## config.mk

```make
export PLATFORM = sky130hd
export DESIGN_NAME = bpc_top
export DESIGN_NICKNAME = d
export VERILOG_FILES = /design/src/rtl/bpc_pkg.sv /design/src/rtl/bpc_tick_div.sv /design/src/rtl/bpc_top.sv
export SDC_FILE = /design/constraint.sdc
export NUM_CORES = 1
export LEC_CHECK = 0
export BUFFER_PORTS_ARGS = -buffer_cell sky130_fd_sc_hd__clkbuf_2
export CAP_MARGIN = 20
export CORE_MARGIN = 5
export CORE_UTILIZATION = 40
export DETAILED_ROUTE_END_ITERATION = 12
export GPL_TIMING_DRIVEN = 0
export HOLD_SLACK_MARGIN = 0.03
export SKIP_LAST_GASP = 1
export SLEW_MARGIN = 10
export SYNTH_ARGS = -nofsm -noshare
export SYNTH_HDL_FRONTEND = slang
export SYNTH_SLANG_ARGS = --single-unit
```

## constraint.sdc

```tcl
create_clock -name sys_clk_i -period 8.25 [get_ports sys_clk_i]
set_input_delay 2.475 -clock sys_clk_i [delete_from_list [all_inputs] [get_ports sys_clk_i]]
set_output_delay 2.475 -clock sys_clk_i [all_outputs]
set_load 0.02 [all_outputs]
```

## src/rtl/bpc_pkg.sv

```systemverilog
// Constants, register map and types for the bridge pin control unit
package bpc_pkg;

  // ----------------------------------------------------------------
  // Sizes and timing
  // ----------------------------------------------------------------
  localparam int unsigned NUM_PINS = 7;
  localparam int unsigned NUM_SER = 4;
  localparam int unsigned NUM_ALT = 4;
  localparam int unsigned CLK_HZ = 125_000_000;
  localparam int unsigned TOGGLE_HALF_US = 50_000;
  localparam int unsigned TOGGLE_HALF_CYC = TOGGLE_HALF_US * (CLK_HZ / 1_000_000);

  // ----------------------------------------------------------------
  // Register offsets (byte addresses)
  // ----------------------------------------------------------------
  localparam logic [5:0] OFS_CTRL = 6'h00;
  localparam logic [5:0] OFS_LATCH = 6'h04;
  localparam logic [5:0] OFS_MODE = 6'h08;
  localparam logic [5:0] OFS_PIN_IN = 6'h0C;
  localparam logic [5:0] OFS_SUSP = 6'h10;
  localparam logic [5:0] OFS_SER = 6'h14;
  localparam logic [5:0] OFS_CLKDIV = 6'h18;
  localparam logic [5:0] OFS_STATUS = 6'h1C;

  // ----------------------------------------------------------------
  // Field positions
  // ----------------------------------------------------------------
  localparam int unsigned CTRL_GPIO_DYN = 0;
  localparam int unsigned CTRL_SER_DYN = 1;
  localparam int unsigned CTRL_CHG_EN = 2;
  localparam int unsigned CTRL_CLK_EN = 3;
  localparam int unsigned CTRL_PKG_LSB = 4;
  localparam int unsigned CTRL_ALT_LSB = 8;
  localparam int unsigned SER_PRE_LSB = 8;
  localparam int unsigned ST_SUSP = 0;
  localparam int unsigned ST_DYN = 1;
  localparam int unsigned ST_RING = 2;
  localparam int unsigned ST_CHG_LSB = 4;

  // ----------------------------------------------------------------
  // Reset values
  // ----------------------------------------------------------------
  localparam logic [6:0] LATCH_RST = 7'h7F;
  localparam logic [6:0] MODE_RST = 7'h00;
  localparam logic [3:0] SER_RST = 4'hF;
  localparam logic [7:0] CLKDIV_RST = 8'h00;
  localparam logic [31:0] CTRL_RST = 32'h0000_0000;

  // ----------------------------------------------------------------
  // Types
  // ----------------------------------------------------------------
  typedef enum logic [1:0] {
    PKG_28PIN = 2'h0,
    PKG_24PIN = 2'h1,
    PKG_20PIN = 2'h2
  } bpc_pkg_e;

  typedef enum logic [1:0] {
    CHG_NONE = 2'h0,
    CHG_SDP = 2'h1,
    CHG_CDP = 2'h2,
    CHG_DCP = 2'h3
  } bpc_port_e;

  typedef enum logic [2:0] {
    SU_RUN = 3'b001,
    SU_HOLD = 3'b010,
    SU_DYN = 3'b100
  } bpc_susp_e;

  // Stored device configuration, sampled once after reset
  typedef struct packed {
    logic [6:0] mode_pp;
    logic [6:0] reset_latch;
    logic [6:0] susp_latch;
    logic [3:0] ser_susp;
    logic gpio_dyn;
    logic ser_dyn;
  } bpc_cfg_s;

endpackage : bpc_pkg

```

## src/rtl/bpc_tick_div.sv

```systemverilog
// Free-running divider giving a one-cycle enable pulse
`timescale 1ns/1ps
module bpc_tick_div #(
  parameter int unsigned W = 8
) (
  input wire logic sys_clk_i, // System clock
  input wire logic sys_rst_i, // Async reset, active high
  input wire logic run_i, // Count while high
  input wire logic [W-1:0] limit_i, // Pulse every limit+1 cycles
  output logic tick_o // One-cycle enable
);
  logic [W-1:0] cnt_r;

  // Counter restarts whenever stopped, so phase starts fresh
  always_ff @(posedge sys_clk_i or posedge sys_rst_i) begin
    if (sys_rst_i) begin
      cnt_r <= '0;
      tick_o <= 1'b0;
    end else if (!run_i) begin
      cnt_r <= '0;
      tick_o <= 1'b0;
    end else if (cnt_r >= limit_i) begin
      cnt_r <= '0;
      tick_o <= 1'b1;
    end else begin
      cnt_r <= cnt_r + 1'b1;
      tick_o <= 1'b0;
    end
  end
endmodule : bpc_tick_div

```

## src/rtl/bpc_top.sv

```systemverilog
// Pin control unit: GPIO latches, modes, dynamic suspend, charge pins
//
// Functional notes
// [RULE1] Seven general pins, readable and settable by software.
// [RULE2] Reset: open-drain, weak pull-up on, latch one.
// [RULE3] Pins come up behaving as inputs.
// [RULE4] Push-pull or open-drain chosen per pin.
// [RULE5] Separate pin states for run, suspend and after reset.
// [RULE6] Alternate functions on pins 0 to 3 depend on package.
// [RULE7] Larger packages put clock output on the ring pin.
// [RULE8] Without dynamic suspend, latches stay unchanged in suspend.
// [RULE9] With dynamic suspend, configured-to-suspend loads preset latch values.
// [RULE10] Leaving suspend restores latches saved at entry.
// [RULE11] Dynamic suspend separately for general and serial pin groups.
// [RULE12] Push-pull pins drive latch level high and low.
// [RULE13] Open-drain drives low on zero, releases on one.
// [RULE14] Charging enabled: charge pins follow detected port type.
// [RULE15] Charge pins grant 100 mA, 500 mA and 1.5 A.
// [RULE16] Configuring party sets charge pin modes per current level; here the three grants are fixed registered outputs with no mode setting.
// [RULE17] In suspend, charge pins off only on standard data port.
// [RULE18] Software should not use pins for real-time signalling.
// [RULE19] Active-low wake falling edge in suspend starts remote wakeup.
// [RULE20] Activity toggles rest high, toggle at fixed rate on bytes.
// [RULE21] Clock out is base over 2N, N 1..256, stopped in suspend.
// [RULE22] Pin settings load from stored configuration after reset; the gpio_dyn and ser_dyn fields are not used, and ctrl_r resets to zero.
//
// The address map and the Avalon-MM register port were chosen for this implementation.
`timescale 1ns/1ps
module bpc_top
  import bpc_pkg::*;
#(
  parameter int unsigned TOGGLE_CYC = TOGGLE_HALF_CYC
) (
  input wire logic sys_clk_i, // System clock, 125 MHz
  input wire logic sys_rst_i, // Async reset, active high
  input wire logic [5:0] avs_address_i, // Byte address
  input wire logic avs_read_i, // Read request
  input wire logic avs_write_i, // Write request
  input wire logic [31:0] avs_writedata_i, // Write data
  input wire logic [3:0] avs_byteenable_i, // Byte lanes
  output logic [31:0] avs_readdata_o, // Read data
  output logic avs_waitrequest_o, // Stall
  input wire bpc_cfg_s cfg_i, // Stored configuration
  input wire logic usb_configured_i, // Link in configured state
  input wire logic usb_suspend_i, // Link suspended
  input wire bpc_port_e chg_port_i, // Detected port type
  input wire logic tx_byte_i, // Byte sent pulse
  input wire logic rx_byte_i, // Byte received pulse
  input wire logic tx_busy_i, // Transmitter active
  input wire logic [6:0] gpio_i, // Pin levels
  output logic [6:0] gpio_o, // Pin drive value
  output logic [6:0] gpio_oe_n_o, // Pin drive enable, low drives
  output logic [6:0] gpio_pu_o, // Weak pull-up enable
  input wire logic ring_indicator_input_i, // Ring pin level
  output logic ring_pin_o, // Ring pin drive (clock out)
  output logic ring_pin_oe_n_o, // Ring pin enable, low drives
  output logic [3:0] ser_latch_o, // Serial/modem group latch
  output logic charge_base_enable_o, // 100 mA grant
  output logic charge_mid_current_enable_o, // 500 mA grant
  output logic charge_high_current_enable_o, // 1.5 A grant
  output logic remote_wake_o // Wakeup start pulse
);

  // ----------------------------------------------------------------
  // State
  // ----------------------------------------------------------------
  logic [31:0] ctrl_r;
  logic [6:0] latch_r, mode_r, susp_r, saved_r;
  logic [3:0] ser_r, ser_pre_r, ser_saved_r;
  logic [7:0] clkdiv_r;
  logic cfg_pend_r, susp_d_r, wake_d_r, clk_out_r;
  bpc_susp_e su_r;
  logic [1:0] act_r, tog_r;
  logic acc_wr, sel_ok, su_enter, su_exit, clk_tick, tog_tick;
  logic [31:0] rd_mux;
  bpc_pkg_e pkg;
  logic [3:0] alt_en;

  assign pkg = bpc_pkg_e'(ctrl_r[CTRL_PKG_LSB +: 2]);
  assign alt_en = ctrl_r[CTRL_ALT_LSB +: NUM_ALT];
  assign acc_wr = avs_write_i && !avs_waitrequest_o;
  assign su_enter = usb_suspend_i && !susp_d_r;
  assign su_exit = !usb_suspend_i && susp_d_r;

  // ----------------------------------------------------------------
  // Avalon slave: one wait cycle, then answer
  // ----------------------------------------------------------------
  always_comb begin
    sel_ok = 1'b1;
    rd_mux = 32'h0000_0000;
    case ({avs_address_i[5:2], 2'b00})
      OFS_CTRL: rd_mux = ctrl_r;
      OFS_LATCH: rd_mux = {25'h0, latch_r};
      OFS_MODE: rd_mux = {25'h0, mode_r};
      // [RULE1] pin level readback
      OFS_PIN_IN: rd_mux = {25'h0, gpio_i};
      OFS_SUSP: rd_mux = {25'h0, susp_r};
      OFS_SER: rd_mux = {20'h0, ser_pre_r, 4'h0, ser_r};
      OFS_CLKDIV: rd_mux = {24'h0, clkdiv_r};
      OFS_STATUS: rd_mux = {26'h0, chg_port_i, 1'b0, ring_indicator_input_i, su_r == SU_DYN, usb_suspend_i};
      default: sel_ok = 1'b0;
    endcase
  end

  // Readdata is latched as waitrequest drops so it is stable at the take edge
  always_ff @(posedge sys_clk_i or posedge sys_rst_i) begin
    if (sys_rst_i) begin
      avs_waitrequest_o <= 1'b1;
      avs_readdata_o <= 32'h0000_0000;
    end else begin
      avs_waitrequest_o <= !((avs_read_i || avs_write_i) && avs_waitrequest_o);
      if (avs_read_i && avs_waitrequest_o) begin
        avs_readdata_o <= sel_ok ? rd_mux : 32'h0000_0000;
      end
    end
  end

  // Control registers; only low byte lanes matter for the narrow fields
  always_ff @(posedge sys_clk_i or posedge sys_rst_i) begin
    if (sys_rst_i) begin
      ctrl_r <= CTRL_RST;
      clkdiv_r <= CLKDIV_RST;
    end else if (acc_wr) begin
      if ({avs_address_i[5:2], 2'b00} == OFS_CTRL) begin
        for (int b = 0; b < 4; b++) begin
          if (avs_byteenable_i[b]) begin
            ctrl_r[b*8 +: 8] <= avs_writedata_i[b*8 +: 8];
          end
        end
      end
      if ({avs_address_i[5:2], 2'b00} == OFS_CLKDIV && avs_byteenable_i[0]) begin
        clkdiv_r <= avs_writedata_i[7:0];
      end
    end
  end

  // ----------------------------------------------------------------
  // Pin configuration, latches and dynamic suspend
  // ----------------------------------------------------------------
  // Suspend tracking: dynamic load only from the configured state
  always_ff @(posedge sys_clk_i or posedge sys_rst_i) begin
    if (sys_rst_i) begin
      su_r <= SU_RUN;
      susp_d_r <= 1'b0;
    end else begin
      susp_d_r <= usb_suspend_i;
      case (su_r)
        SU_RUN: begin
          if (su_enter) begin
            su_r <= usb_configured_i ? SU_DYN : SU_HOLD;
          end
        end
        SU_HOLD, SU_DYN: begin
          if (su_exit) begin
            su_r <= SU_RUN;
          end
        end
        default: su_r <= SU_RUN;
      endcase
    end
  end

  // [RULE2] [RULE22] reset defaults, then stored configuration
  always_ff @(posedge sys_clk_i or posedge sys_rst_i) begin
    if (sys_rst_i) begin
      cfg_pend_r <= 1'b1;
      latch_r <= LATCH_RST;
      mode_r <= MODE_RST;
      susp_r <= LATCH_RST;
      saved_r <= LATCH_RST;
      ser_r <= SER_RST;
      ser_pre_r <= SER_RST;
      ser_saved_r <= SER_RST;
    end else if (cfg_pend_r) begin
      // [RULE5] reset-state, suspend-state and mode from storage
      cfg_pend_r <= 1'b0;
      latch_r <= cfg_i.reset_latch;
      mode_r <= cfg_i.mode_pp;
      susp_r <= cfg_i.susp_latch;
      ser_pre_r <= cfg_i.ser_susp;
    end else if (su_r == SU_RUN && su_enter && usb_configured_i) begin
      // [RULE9] [RULE11] save and load preset per group
      saved_r <= latch_r;
      ser_saved_r <= ser_r;
      if (ctrl_r[CTRL_GPIO_DYN]) begin
        latch_r <= susp_r;
      end
      if (ctrl_r[CTRL_SER_DYN]) begin
        ser_r <= ser_pre_r;
      end
    end else if (su_r == SU_DYN && su_exit) begin
      // [RULE10] restore values held before suspend
      if (ctrl_r[CTRL_GPIO_DYN]) begin
        latch_r <= saved_r;
      end
      if (ctrl_r[CTRL_SER_DYN]) begin
        ser_r <= ser_saved_r;
      end
    end else if (acc_wr && avs_byteenable_i[0]) begin
      // [RULE1] [RULE4] software writes; [RULE8] nothing else moves latches
      case ({avs_address_i[5:2], 2'b00})
        OFS_LATCH: latch_r <= avs_writedata_i[6:0];
        OFS_MODE: mode_r <= avs_writedata_i[6:0];
        OFS_SUSP: susp_r <= avs_writedata_i[6:0];
        OFS_SER: ser_r <= avs_writedata_i[3:0];
        default: ;
      endcase
      if ({avs_address_i[5:2], 2'b00} == OFS_SER && avs_byteenable_i[1]) begin
        ser_pre_r <= avs_writedata_i[SER_PRE_LSB +: NUM_SER];
      end
    end
  end

  // ----------------------------------------------------------------
  // Activity toggles and clock output
  // ----------------------------------------------------------------
  bpc_tick_div #(.W(32)) u_tog_div (
    .sys_clk_i(sys_clk_i),
    .sys_rst_i(sys_rst_i),
    .run_i(1'b1),
    .limit_i(32'(TOGGLE_CYC - 1)),
    .tick_o(tog_tick)
  );

  // Divider counts N system cycles per clock half period
  bpc_tick_div #(.W(8)) u_clk_div (
    .sys_clk_i(sys_clk_i),
    .sys_rst_i(sys_rst_i),
    .run_i(ctrl_r[CTRL_CLK_EN] && !usb_suspend_i),
    .limit_i(clkdiv_r),
    .tick_o(clk_tick)
  );

  // [RULE20] stay active one window past the last byte, rest high
  for (genvar c = 0; c < 2; c++) begin : g_tog
    always_ff @(posedge sys_clk_i or posedge sys_rst_i) begin
      if (sys_rst_i) begin
        act_r[c] <= 1'b0;
        tog_r[c] <= 1'b1;
      end else begin
        if ((c == 0) ? tx_byte_i : rx_byte_i) begin
          act_r[c] <= 1'b1;
        end else if (tog_tick && tog_r[c]) begin
          act_r[c] <= 1'b0;
        end
        if (tog_tick) begin
          tog_r[c] <= act_r[c] ? !tog_r[c] : 1'b1;
        end
      end
    end
  end

  // [RULE21] clock halts low while suspended
  always_ff @(posedge sys_clk_i or posedge sys_rst_i) begin
    if (sys_rst_i) begin
      clk_out_r <= 1'b0;
    end else if (!ctrl_r[CTRL_CLK_EN] || usb_suspend_i) begin
      clk_out_r <= 1'b0;
    end else if (clk_tick) begin
      clk_out_r <= !clk_out_r;
    end
  end

  // ----------------------------------------------------------------
  // Pin drivers, all registered
  // ----------------------------------------------------------------
  always_ff @(posedge sys_clk_i or posedge sys_rst_i) begin
    if (sys_rst_i) begin
      gpio_o <= 7'h7F;
      // [RULE3] released as inputs
      gpio_oe_n_o <= 7'h7F;
      gpio_pu_o <= 7'h7F;
      ring_pin_o <= 1'b0;
      ring_pin_oe_n_o <= 1'b1;
      ser_latch_o <= SER_RST;
    end else begin
      ser_latch_o <= ser_r;
      for (int p = 0; p < NUM_PINS; p++) begin
        // [RULE12] [RULE13] push-pull drives both levels, open-drain only low
        gpio_o[p] <= latch_r[p];
        gpio_oe_n_o[p] <= !(mode_r[p] || !latch_r[p]);
        gpio_pu_o[p] <= !mode_r[p];
        if (p >= NUM_ALT && pkg != PKG_28PIN) begin
          gpio_oe_n_o[p] <= 1'b1;
          gpio_pu_o[p] <= 1'b0;
        end
      end
      // [RULE6] alternate functions by package
      if (pkg == PKG_20PIN) begin
        if (alt_en[0]) begin
          gpio_o[0] <= clk_out_r;
          gpio_oe_n_o[0] <= 1'b0;
        end
        if (alt_en[1]) begin
          gpio_o[1] <= tx_busy_i;
          gpio_oe_n_o[1] <= 1'b0;
        end
        if (alt_en[2]) begin
          gpio_o[2] <= tog_r[0];
          gpio_oe_n_o[2] <= 1'b0;
        end
        if (alt_en[3]) begin
          gpio_o[3] <= tog_r[1];
          gpio_oe_n_o[3] <= 1'b0;
        end
      end else begin
        if (alt_en[0]) begin
          gpio_o[0] <= tog_r[0];
          gpio_oe_n_o[0] <= 1'b0;
        end
        if (alt_en[1]) begin
          gpio_o[1] <= tog_r[1];
          gpio_oe_n_o[1] <= 1'b0;
        end
        if (alt_en[2]) begin
          gpio_o[2] <= tx_busy_i;
          gpio_oe_n_o[2] <= 1'b0;
        end
        if (alt_en[3]) begin
          gpio_oe_n_o[3] <= 1'b1;
          gpio_pu_o[3] <= 1'b1;
        end
      end
      // [RULE7] clock output shares the ring pin
      ring_pin_o <= clk_out_r;
      ring_pin_oe_n_o <= !(pkg != PKG_20PIN && ctrl_r[CTRL_CLK_EN]);
    end
  end

  // [RULE19] wake edge detect while suspended
  always_ff @(posedge sys_clk_i or posedge sys_rst_i) begin
    if (sys_rst_i) begin
      wake_d_r <= 1'b1;
      remote_wake_o <= 1'b0;
    end else begin
      wake_d_r <= gpio_i[3];
      remote_wake_o <= (pkg != PKG_20PIN) && alt_en[3] && usb_suspend_i && wake_d_r && !gpio_i[3];
    end
  end

  // [RULE14] [RULE15] [RULE17] charge grants from detected port
  always_ff @(posedge sys_clk_i or posedge sys_rst_i) begin
    if (sys_rst_i) begin
      charge_base_enable_o <= 1'b0;
      charge_mid_current_enable_o <= 1'b0;
      charge_high_current_enable_o <= 1'b0;
    end else if (!ctrl_r[CTRL_CHG_EN] || chg_port_i == CHG_NONE || (usb_suspend_i && chg_port_i == CHG_SDP)) begin
      charge_base_enable_o <= 1'b0;
      charge_mid_current_enable_o <= 1'b0;
      charge_high_current_enable_o <= 1'b0;
    end else begin
      charge_base_enable_o <= 1'b1;
      charge_mid_current_enable_o <= chg_port_i != CHG_SDP || usb_configured_i;
      charge_high_current_enable_o <= chg_port_i != CHG_SDP;
    end
  end

  // ----------------------------------------------------------------
  // Assertions
  // ----------------------------------------------------------------
  rst_defaults_a: assert property (@(posedge sys_clk_i) $fell(sys_rst_i) |-> gpio_oe_n_o == 7'h7F && gpio_pu_o == 7'h7F) // [RULE2]
    else $error("pins not released with pull-up after reset");
  od_release_a: assert property (@(posedge sys_clk_i) disable iff (sys_rst_i) // [RULE13]
    ##1 ($past(!mode_r[4] && latch_r[4] && pkg == PKG_28PIN)) |-> gpio_oe_n_o[4])
    else $error("open-drain pin driven with latch one");
  pp_drive_a: assert property (@(posedge sys_clk_i) disable iff (sys_rst_i) // [RULE12]
    $past(mode_r[5] && pkg == PKG_28PIN) |-> !gpio_oe_n_o[5] && gpio_o[5] == $past(latch_r[5]))
    else $error("push-pull pin not driving latch");
  dyn_load_a: assert property (@(posedge sys_clk_i) disable iff (sys_rst_i || cfg_pend_r) // [RULE9]
    su_r == SU_RUN && su_enter && usb_configured_i && ctrl_r[CTRL_GPIO_DYN] |=> latch_r == $past(susp_r))
    else $error("suspend preset not loaded");
  dyn_restore_a: assert property (@(posedge sys_clk_i) disable iff (sys_rst_i) // [RULE10]
    su_r == SU_DYN && su_exit && ctrl_r[CTRL_GPIO_DYN] |=> latch_r == $past(saved_r))
    else $error("latch not restored after suspend");
  static_susp_a: assert property (@(posedge sys_clk_i) disable iff (sys_rst_i) // [RULE8]
    !cfg_pend_r && !ctrl_r[CTRL_GPIO_DYN] && !acc_wr |=> $stable(latch_r))
    else $error("latch moved without dynamic suspend");
  clk_stop_a: assert property (@(posedge sys_clk_i) disable iff (sys_rst_i) // [RULE21]
    usb_suspend_i ##1 usb_suspend_i |=> !clk_out_r)
    else $error("clock output running in suspend");
  chg_sdp_a: assert property (@(posedge sys_clk_i) disable iff (sys_rst_i) // [RULE17]
    usb_suspend_i && chg_port_i == CHG_SDP |=> !charge_base_enable_o && !charge_high_current_enable_o)
    else $error("charge pins on in suspend at data port");
  tog_idle_a: assert property (@(posedge sys_clk_i) disable iff (sys_rst_i) // [RULE20]
    !act_r[0] && tog_tick |=> tog_r[0])
    else $error("idle activity toggle not high");
  wait_one_a: assert property (@(posedge sys_clk_i) disable iff (sys_rst_i) // [RULE1]
    !avs_waitrequest_o |=> avs_waitrequest_o)
    else $error("waitrequest low two cycles");
endmodule : bpc_top

```

==> results of run 1 <==
-- sequential cells by signal, summed over array words and instances (netlist names), 2 cells and up --
name,count
clkdiv_r,8
ser_latch_o,4
act_r,2
tog_r,2
ser_pre_r,4
mode_r,7
ser_r,4
su_r,3
ctrl_r,32
avs_readdata_o,32
u_tog_div.cnt_r,32
gpio_oe_n_o,7
gpio_o,7
susp_r,7
ser_saved_r,4
gpio_pu_o,7
saved_r,7
u_clk_div.cnt_r,8
latch_r,7
-- path summary, 6_finish.rpt --
check / to / slack [ps] / from / cells after the start
setup / recovery: mode_r[4] / 4060 / avs_address_i[4] / 7
hold / removal: gpio_o[6] / 390 / latch_r[6] / 0
setup reg to reg: susp_r[0] / 5710 / cfg_pend_r / 6
hold reg to reg: gpio_o[6] / 390 / latch_r[6] / 0
max in group asynchronous: susp_r[2] / 5110 / sys_rst_i / 4
min in group asynchronous: u_tog_div.cnt_r[9] / 2030 / sys_rst_i / 2
-- routing by layer --
layer	up-vias	global-route usage, %	share of wire, %
met4	0	5.48	2.1
met1	3199	27.8	46
li1	3050	-	-
met5	-	0	0
met3	42	4.08	4.9
met2	188	30.1	47
-- placed cells by master (no fill, tap or decap), types with 4 or more instances in the layout --
cell       instances
inv_6              4
clkinv_8           4
buf_1              4
nor3_1            18
dfrtp_1          132
a22o_1             8
a2bb2oi_1          8
nor2b_1            9
nand2b_1           6
nand4_1            8
o21ai_0           36
clkbuf_2         146
clkbuf_16         17
buf_2              8
ha_1              10
a222oi_1           7
a21oi_1           33
a21o_1             7
inv_1             23
conb_1            10
clkbuf_1          21
xnor2_1           10
nand2_1           80
and2_1             4
xor2_1            18
a22oi_1            8
nor2_1            57
mux2i_1           26
mux2_2            66
inv_8              5
dfstp_2           65
a31oi_1            5
and3_1             7
nand3_1           24
-- report_power, final --
group | internal, mW | switching [mW] | total, mW | leakage (nW)
clock network | 0.440 | 0.421 | 0.860 | 0.299
registers | 1.11 | 0.0730 | 1.18 | 2.44
logic | 0.137 | 0.194 | 0.331 | 2.17
-- layout make-up --
class	count	area [um2]
fillers	2015	11200
flip-flops and latches	197	5010
multi-input cells	514	3590
repair buffers	148	786
clock buffers	18	429
well taps	280	350
clock inverters	14	184
plain buffers	33	138
inverters	25	101
-- kinds of logic after synthesis --
family	count (synthesis)	share of synthesized area [%]
AOI/OAI and AO/OA	137	10.9
adders and majority gates	10	1.42
buffers and inverters	58	2.63
DFF	197	57.0
xor gates and xnor gates	28	2.79
other	1	0.0426
and+or+nand+nor	233	13.0
muxes	96	12.3
-- metrics by stage --
stage               TNS [ps]  util [%]
floorplan                  0         -
global placement     -247720      45.6
detailed placement         0      45.8
CTS                        0      48.7
global route               0      48.7
finish                     0      48.7
-- worst max-delay path, delay by kind of cell --
| kind | cells | cell delay [ps] |
|---|---|---|
| compound gates | 3 | 1110 |
| simple gates | 2 | 610 |
| buf+inv | 2 | 350 |
==> run summary, run 1 <==
TIMING
----------------------------------------------------------------------------------
Setup Skew ..........................................................      11.8 ps
Share of the clock period used by the worst path ....................        50.7%
Worst hold margin ...................................................       387 ps
Top achievable clock speed ..........................................      239 MHz
Max-Slew Margin vs Limit ............................................        30.8%
Clock period minus worst slack ......................................      4190 ps
Number of pins exceeding their max-slew limit in the final report ...            0
Number of failing setup endpoints in the final timing report ........            0
Fin. Hold Viols .....................................................            0
Worst setup slack after layout ......................................      4060 ps
Tightest Pin Transition .............................................      1030 ps
RSZ-0062 raised after global routing ................................        false

PLACEMENT
----------------------------------------------------------------------------------
Last weighted congestion value of the routability-driven placer .....        0.866
Half-perimeter wire length of the detailed placement result .........    17,400 um
Post-placement setup slack ..........................................      3690 ps
Input/output buffers ................................................          146
Cell area after placement ...........................................     9970 um2
Number of cells after detailed placement ............................        1,197

SYNTH
----------------------------------------------------------------------------------
Number of enable flip-flop cells after synthesis ....................            0
Part of the Yosys area used for sequential elements .................        57.0%
Syn Area/Cell .......................................................     11.6 um2
Most frequent cell after synthesis ..................................      dfrtp_1
Number of warning messages in the yosys log .........................            0
Share of the synthesized area in the top cell type ..................        37.5%
Flops & latches, synth ..............................................          197
Async set-or-reset flop fraction in the synthesized netlist .........         100%
Top cell types by occurrence after synthesis ........................ dfrtp_1, nand2_1, mux2_2
Cell Area, Synth ....................................................     8800 um2
Count of distinct cell types in the synthesized netlist .............           63
Primary FF master, synth ............................................      dfrtp_1
Largest area contributor in the netlist .............................      dfrtp_1
Cell count after synthesis ..........................................          760
Main area contributors after synthesis .............................. dfrtp_1, dfstp_2, mux2_2

CELLS AND AREA
----------------------------------------------------------------------------------
Post-route cell area ................................................   10,600 um2
Cell Count, Final, Fillers Out ......................................        1,229
Synthesis-to-layout area growth .....................................        20.4%
Nets ................................................................        1,034
Count of antenna diodes in the layout ...............................            0
Layout cell share with drive strength beyond 1 ......................        35.0%

GLOBAL ROUTE
----------------------------------------------------------------------------------
Global-route wire length before repair ..............................    37,000 um
Number of antenna violations at the first check in global routing ...            0
Overflow after GRT ..................................................            0
Pin count of the biggest net entering global routing ................           78
Overall fraction of global-route tracks in use ......................        19.4%
Number of global-route vias before repair ...........................        6,457

HOLD PATH
----------------------------------------------------------------------------------
Path class of the lowest-slack min-delay path .......................      reg2reg

DIE
----------------------------------------------------------------------------------
Die ar. .............................................................   25,100 um2
IO Count ............................................................          152
Die span in x .......................................................       158 um
Initial core utilization ............................................        40.4%
# rows ..............................................................           54
Placeable core region ...............................................   21,800 um2
DIE HEIGHT ..........................................................       158 um

SETUP PATH
----------------------------------------------------------------------------------
Slowest cell on crit path ...........................................      a21oi_1
Most repeated library cell on the critical path .....................      a21oi_1
Launching element type of the critical path .........................    input pin
Largest stage delay on the critical path ............................       770 ps
Data required time of the worst path ................................      8610 ps
Cell Chain, Critical Path ........................................... clkbuf_2 -> buf_2 -> nor2_1 -> nand3_1 -> a21oi_1 -> a21oi_1 -> a2bb2oi_1
Category of the most critical setup path ............................       in2reg
Arrival time at the worst endpoint ..................................      4550 ps
Maximum fanout along the worst path .................................           10
Endpoint class of the critical path .................................     register

POWER
----------------------------------------------------------------------------------
Sum of internal, switching and leakage power ........................      2.37 mW
Max VDD drop ........................................................     0.130 mV
Leakage power figure ................................................      4.91 nW
Pwr/cell area .......................................................   224 nW/um2

CLOCK TREE
----------------------------------------------------------------------------------
Post-cts repair resize count ........................................            0
Maximum level of the CTS H-tree .....................................            4
Number of clock buffers inserted by TritonCTS .......................           17
Clock Pin Slew Worst Setup and Hold Paths ...........................        80 ps
Latest clock arrival within the worst-skew pair .....................       440 ps
Clock tree from TritonCTS ...........................................        built
Count of buffers added by post-CTS timing repair for setup ..........            0
Master cell of the clock root buffer ................................    clkbuf_16
CTS Hold Buffers Added ..............................................            0
Number of buffers on the longest clock path .........................            2
CTS sink count ......................................................          197

RUN STATUS
----------------------------------------------------------------------------------
Result of the run ................................................... finished, final reports clean

DETAILED ROUTING
----------------------------------------------------------------------------------
Post-DR vias/cell ...................................................         5.27
Routed len/inst .....................................................      19.3 um
Detailed Route WL ...................................................    23,700 um
Initial DRC count ...................................................          481
Remaining number of nets flagged by the antenna check after routing .            0
TritonRoute pass-1 iters ............................................            5
# DRC ...............................................................            0
Vias ................................................................        6,479

RUN
----------------------------------------------------------------------------------
Max-capacitance violation count .....................................            0

Note: power is estimated with default switching activity, not from simulation.
==> inputs of run 2 (changes only) <==
==> constraint.sdc (replaced) <==
create_clock -name sys_clk_i -period 3.9 [get_ports sys_clk_i]
set_input_delay 1.17 -clock sys_clk_i [delete_from_list [all_inputs] [get_ports sys_clk_i]]
set_output_delay 1.17 -clock sys_clk_i [all_outputs]
set_load 0.02 [all_outputs]
==> run 2 against run 1 <==
Against the previous run: combinational power is 110% higher; wire length up 2.4%; power is 110% higher; clock power rose by 100%; sequential power is 110% higher; critical endpoint is now mode_r[1]; largest cell class unchanged; largest power group unchanged.
==> run summary, run 2 (synthesis gave the netlist of run 1 again) <==
DIE
----------------------------------------------------------------------------------
Die ar. .............................................................   25,100 um2   unchanged
Die span in x .......................................................       158 um   unchanged
# rows ..............................................................           54   unchanged
DIE HEIGHT ..........................................................       158 um   unchanged
Initial core utilization ............................................        40.4%   unchanged
Placeable core region ...............................................   21,800 um2   unchanged
IO Count ............................................................          152   unchanged

SETUP PATH
----------------------------------------------------------------------------------
Kind of cell with the highest combined delay on the critical path ... compound AO/OA/AOI/OAI gates
Maximum fanout along the worst path .................................           10   unchanged
Arrival time at the worst endpoint ..................................      3290 ps   -1260 ps
Largest stage delay on the critical path ............................       770 ps   about the same
Launching element type of the critical path .........................    input pin
Sum of buffers and inverters on the critical path ...................            2   unchanged
Slowest cell on crit path ...........................................      a21oi_1
Cell Chain, Critical Path ........................................... clkbuf_2 -> buf_2 -> nor2_1 -> nand3_1 -> a21oi_1 -> a21oi_1 -> a2bb2oi_1
Most repeated library cell on the critical path .....................      a21oi_1
Data required time of the worst path ................................      4260 ps   -4350 ps
Category of the most critical setup path ............................       in2reg
Endpoint class of the critical path .................................     register

RUN
----------------------------------------------------------------------------------
Max-capacitance violation count .....................................            0   unchanged

TIMING
----------------------------------------------------------------------------------
Worst hold margin ...................................................       387 ps   -0.457 ps
RSZ-0062 raised after global routing ................................        false
Worst setup slack after layout ......................................       975 ps   -3090 ps
Number of pins exceeding their max-slew limit in the final report ...            0   unchanged
Fin. Hold Viols .....................................................            0   unchanged
Number of failing setup endpoints in the final timing report ........            0   unchanged
Setup Skew ..........................................................      13.2 ps   +1.47 ps
Share of the clock period used by the worst path ....................        75.0%
Clock period minus worst slack ......................................      2930 ps
Max-Slew Margin vs Limit ............................................        31.4%   +0.57 points
Top achievable clock speed ..........................................      342 MHz
Tightest Pin Transition .............................................      1030 ps   -3.29 ps

DETAILED ROUTING
----------------------------------------------------------------------------------
Post-DR vias/cell ...................................................         5.26   -0.31%
Detailed Route WL ...................................................    24,300 um   +2.4%
Initial DRC count ...................................................          372   -23%
# DRC ...............................................................            0   unchanged
Vias ................................................................        6,485   +0.093%
TritonRoute pass-1 iters ............................................            5   unchanged
Remaining number of nets flagged by the antenna check after routing .            0   unchanged
Routed len/inst .....................................................      19.7 um   +2.0%

CLOCK TREE
----------------------------------------------------------------------------------
Post-cts repair resize count ........................................            0   unchanged
Number of clock buffers inserted by TritonCTS .......................           17   unchanged
Latest clock arrival within the worst-skew pair .....................       450 ps   about the same
Master cell of the clock root buffer ................................    clkbuf_16
CTS sink count ......................................................          197   unchanged
CTS Hold Buffers Added ..............................................            0   unchanged
Count of buffers added by post-CTS timing repair for setup ..........            0   unchanged
Number of buffers on the longest clock path .........................            2   unchanged
Maximum level of the CTS H-tree .....................................            4   unchanged
Clock Pin Slew Worst Setup and Hold Paths ...........................        80 ps   about the same
Clock tree from TritonCTS ...........................................        built

POWER
----------------------------------------------------------------------------------
Pwr/cell area .......................................................   466 nW/um2   +110%
Leakage power figure ................................................      4.92 nW   +0.35%
Sum of internal, switching and leakage power ........................      4.95 mW   +110%
Max VDD drop ........................................................     0.297 mV   +130%

CELLS AND AREA
----------------------------------------------------------------------------------
Count of antenna diodes in the layout ...............................            0   unchanged
Layout cell share with drive strength beyond 1 ......................        35.3%   +0.34 points
Cell Count, Final, Fillers Out ......................................        1,234   +0.41%
Commonest non-fill, non-tap cell in the layout ......................     clkbuf_2
Biggest regs ........................................................ avs_readdata_o (32), ctrl_r (32), u_tog_div.cnt_r (32)
Commonest non-fill, non-tap cells in the layout ..................... clkbuf_2, dfrtp_1, nand2_1
Post-route cell area ................................................   10,600 um2   +0.40%
Synthesis-to-layout area growth .....................................        20.8%
Nets ................................................................        1,039   +0.48%

GLOBAL ROUTE
----------------------------------------------------------------------------------
Overflow after GRT ..................................................            0   unchanged
Overall fraction of global-route tracks in use ......................        19.8%   +0.42 points
Pin count of the biggest net entering global routing ................           38   -51%
GR met1 Demand/Resource .............................................        27.7%   -0.062 points
Most crowded layer after global routing .............................         met2
Number of global-route vias before repair ...........................        6,594   +2.1%
Met2 usage in global routing ........................................        30.8%   +0.63 points
GR Util met3 ........................................................        3.62%   -0.46 points
Number of antenna violations at the first check in global routing ...            0   unchanged
Global-route wire length before repair ..............................    37,600 um   +1.6%

PLACEMENT
----------------------------------------------------------------------------------
Number of cells after detailed placement ............................        1,201   +0.33%
Last weighted congestion value of the routability-driven placer .....        0.894   +3.3%
Cell area after placement ...........................................   10,000 um2   +0.61%
Post-placement setup slack ..........................................       598 ps   -3090 ps
Half-perimeter wire length of the detailed placement result .........    17,800 um   +2.4%
Input/output buffers ................................................          146   unchanged

RUN STATUS
----------------------------------------------------------------------------------
Result of the run ................................................... finished, final reports clean

HOLD PATH
----------------------------------------------------------------------------------
Path class of the lowest-slack min-delay path .......................      reg2reg

run 2: cell type report:
type | count | area, um2
fill | 2067 | 11100
sequential | 197 | 5010
multi-input combinational | 514 | 3590
timing repair buffer | 153 | 856
clock buffer | 18 | 429
tap | 280 | 350
clock inverter | 14 | 160
buffer | 33 | 138
inverter | 25 | 97.6
run 2: metal layers:
metal	routed length, um	vias to the layer above	part of all wire, %
met5	0	-	0
met4	780	0	3.2
met3	1120	48	4.6
li1	-	3049	-
met1	11000	3220	45
met2	11400	168	47
run 2: report_power, final:
group | switching, mW | internal [mW] | total (mW) | leakage (nW)
sequential | 0.157 | 2.34 | 2.50 | 2.44
combinational | 0.413 | 0.298 | 0.711 | 2.20
clock | 0.880 | 0.861 | 1.74 | 0.286
run 2: worst reg2reg max path: stages, from the launching register on:
cell	delay, ps
dfstp_2	520
clkbuf_1	570
inv_1	210
clkbuf_1	380
clkbuf_1	450
nor2_1	320
a21oi_1	70
run 2: per-stage QoR:
step                TNS [ps]  utilization (%)
floorplan                  0                -
global placement     -143190             45.6
detailed placement         0             46.1
CTS                        0             48.8
global route               0             48.9
finish                     0             48.9
run 2: path summary, 6_finish.rpt:
| kind | start | endpoint | slack [ps] | cells past startpoint |
|---|---|---|---|---|
| setup / recovery | avs_address_i[4] | mode_r[1] | 970 | 7 |
| min in group asynchronous | sys_rst_i | u_clk_div.cnt_r[0] | 700 | 2 |
| max in group asynchronous | sys_rst_i | su_r[0] | 2200 | 5 |
| hold reg to reg | ser_r[3] | ser_latch_o[3] | 390 | 0 |
| setup reg to reg | cfg_pend_r | susp_r[0] | 1300 | 6 |
| hold / removal | ser_r[3] | ser_latch_o[3] | 390 | 0 |
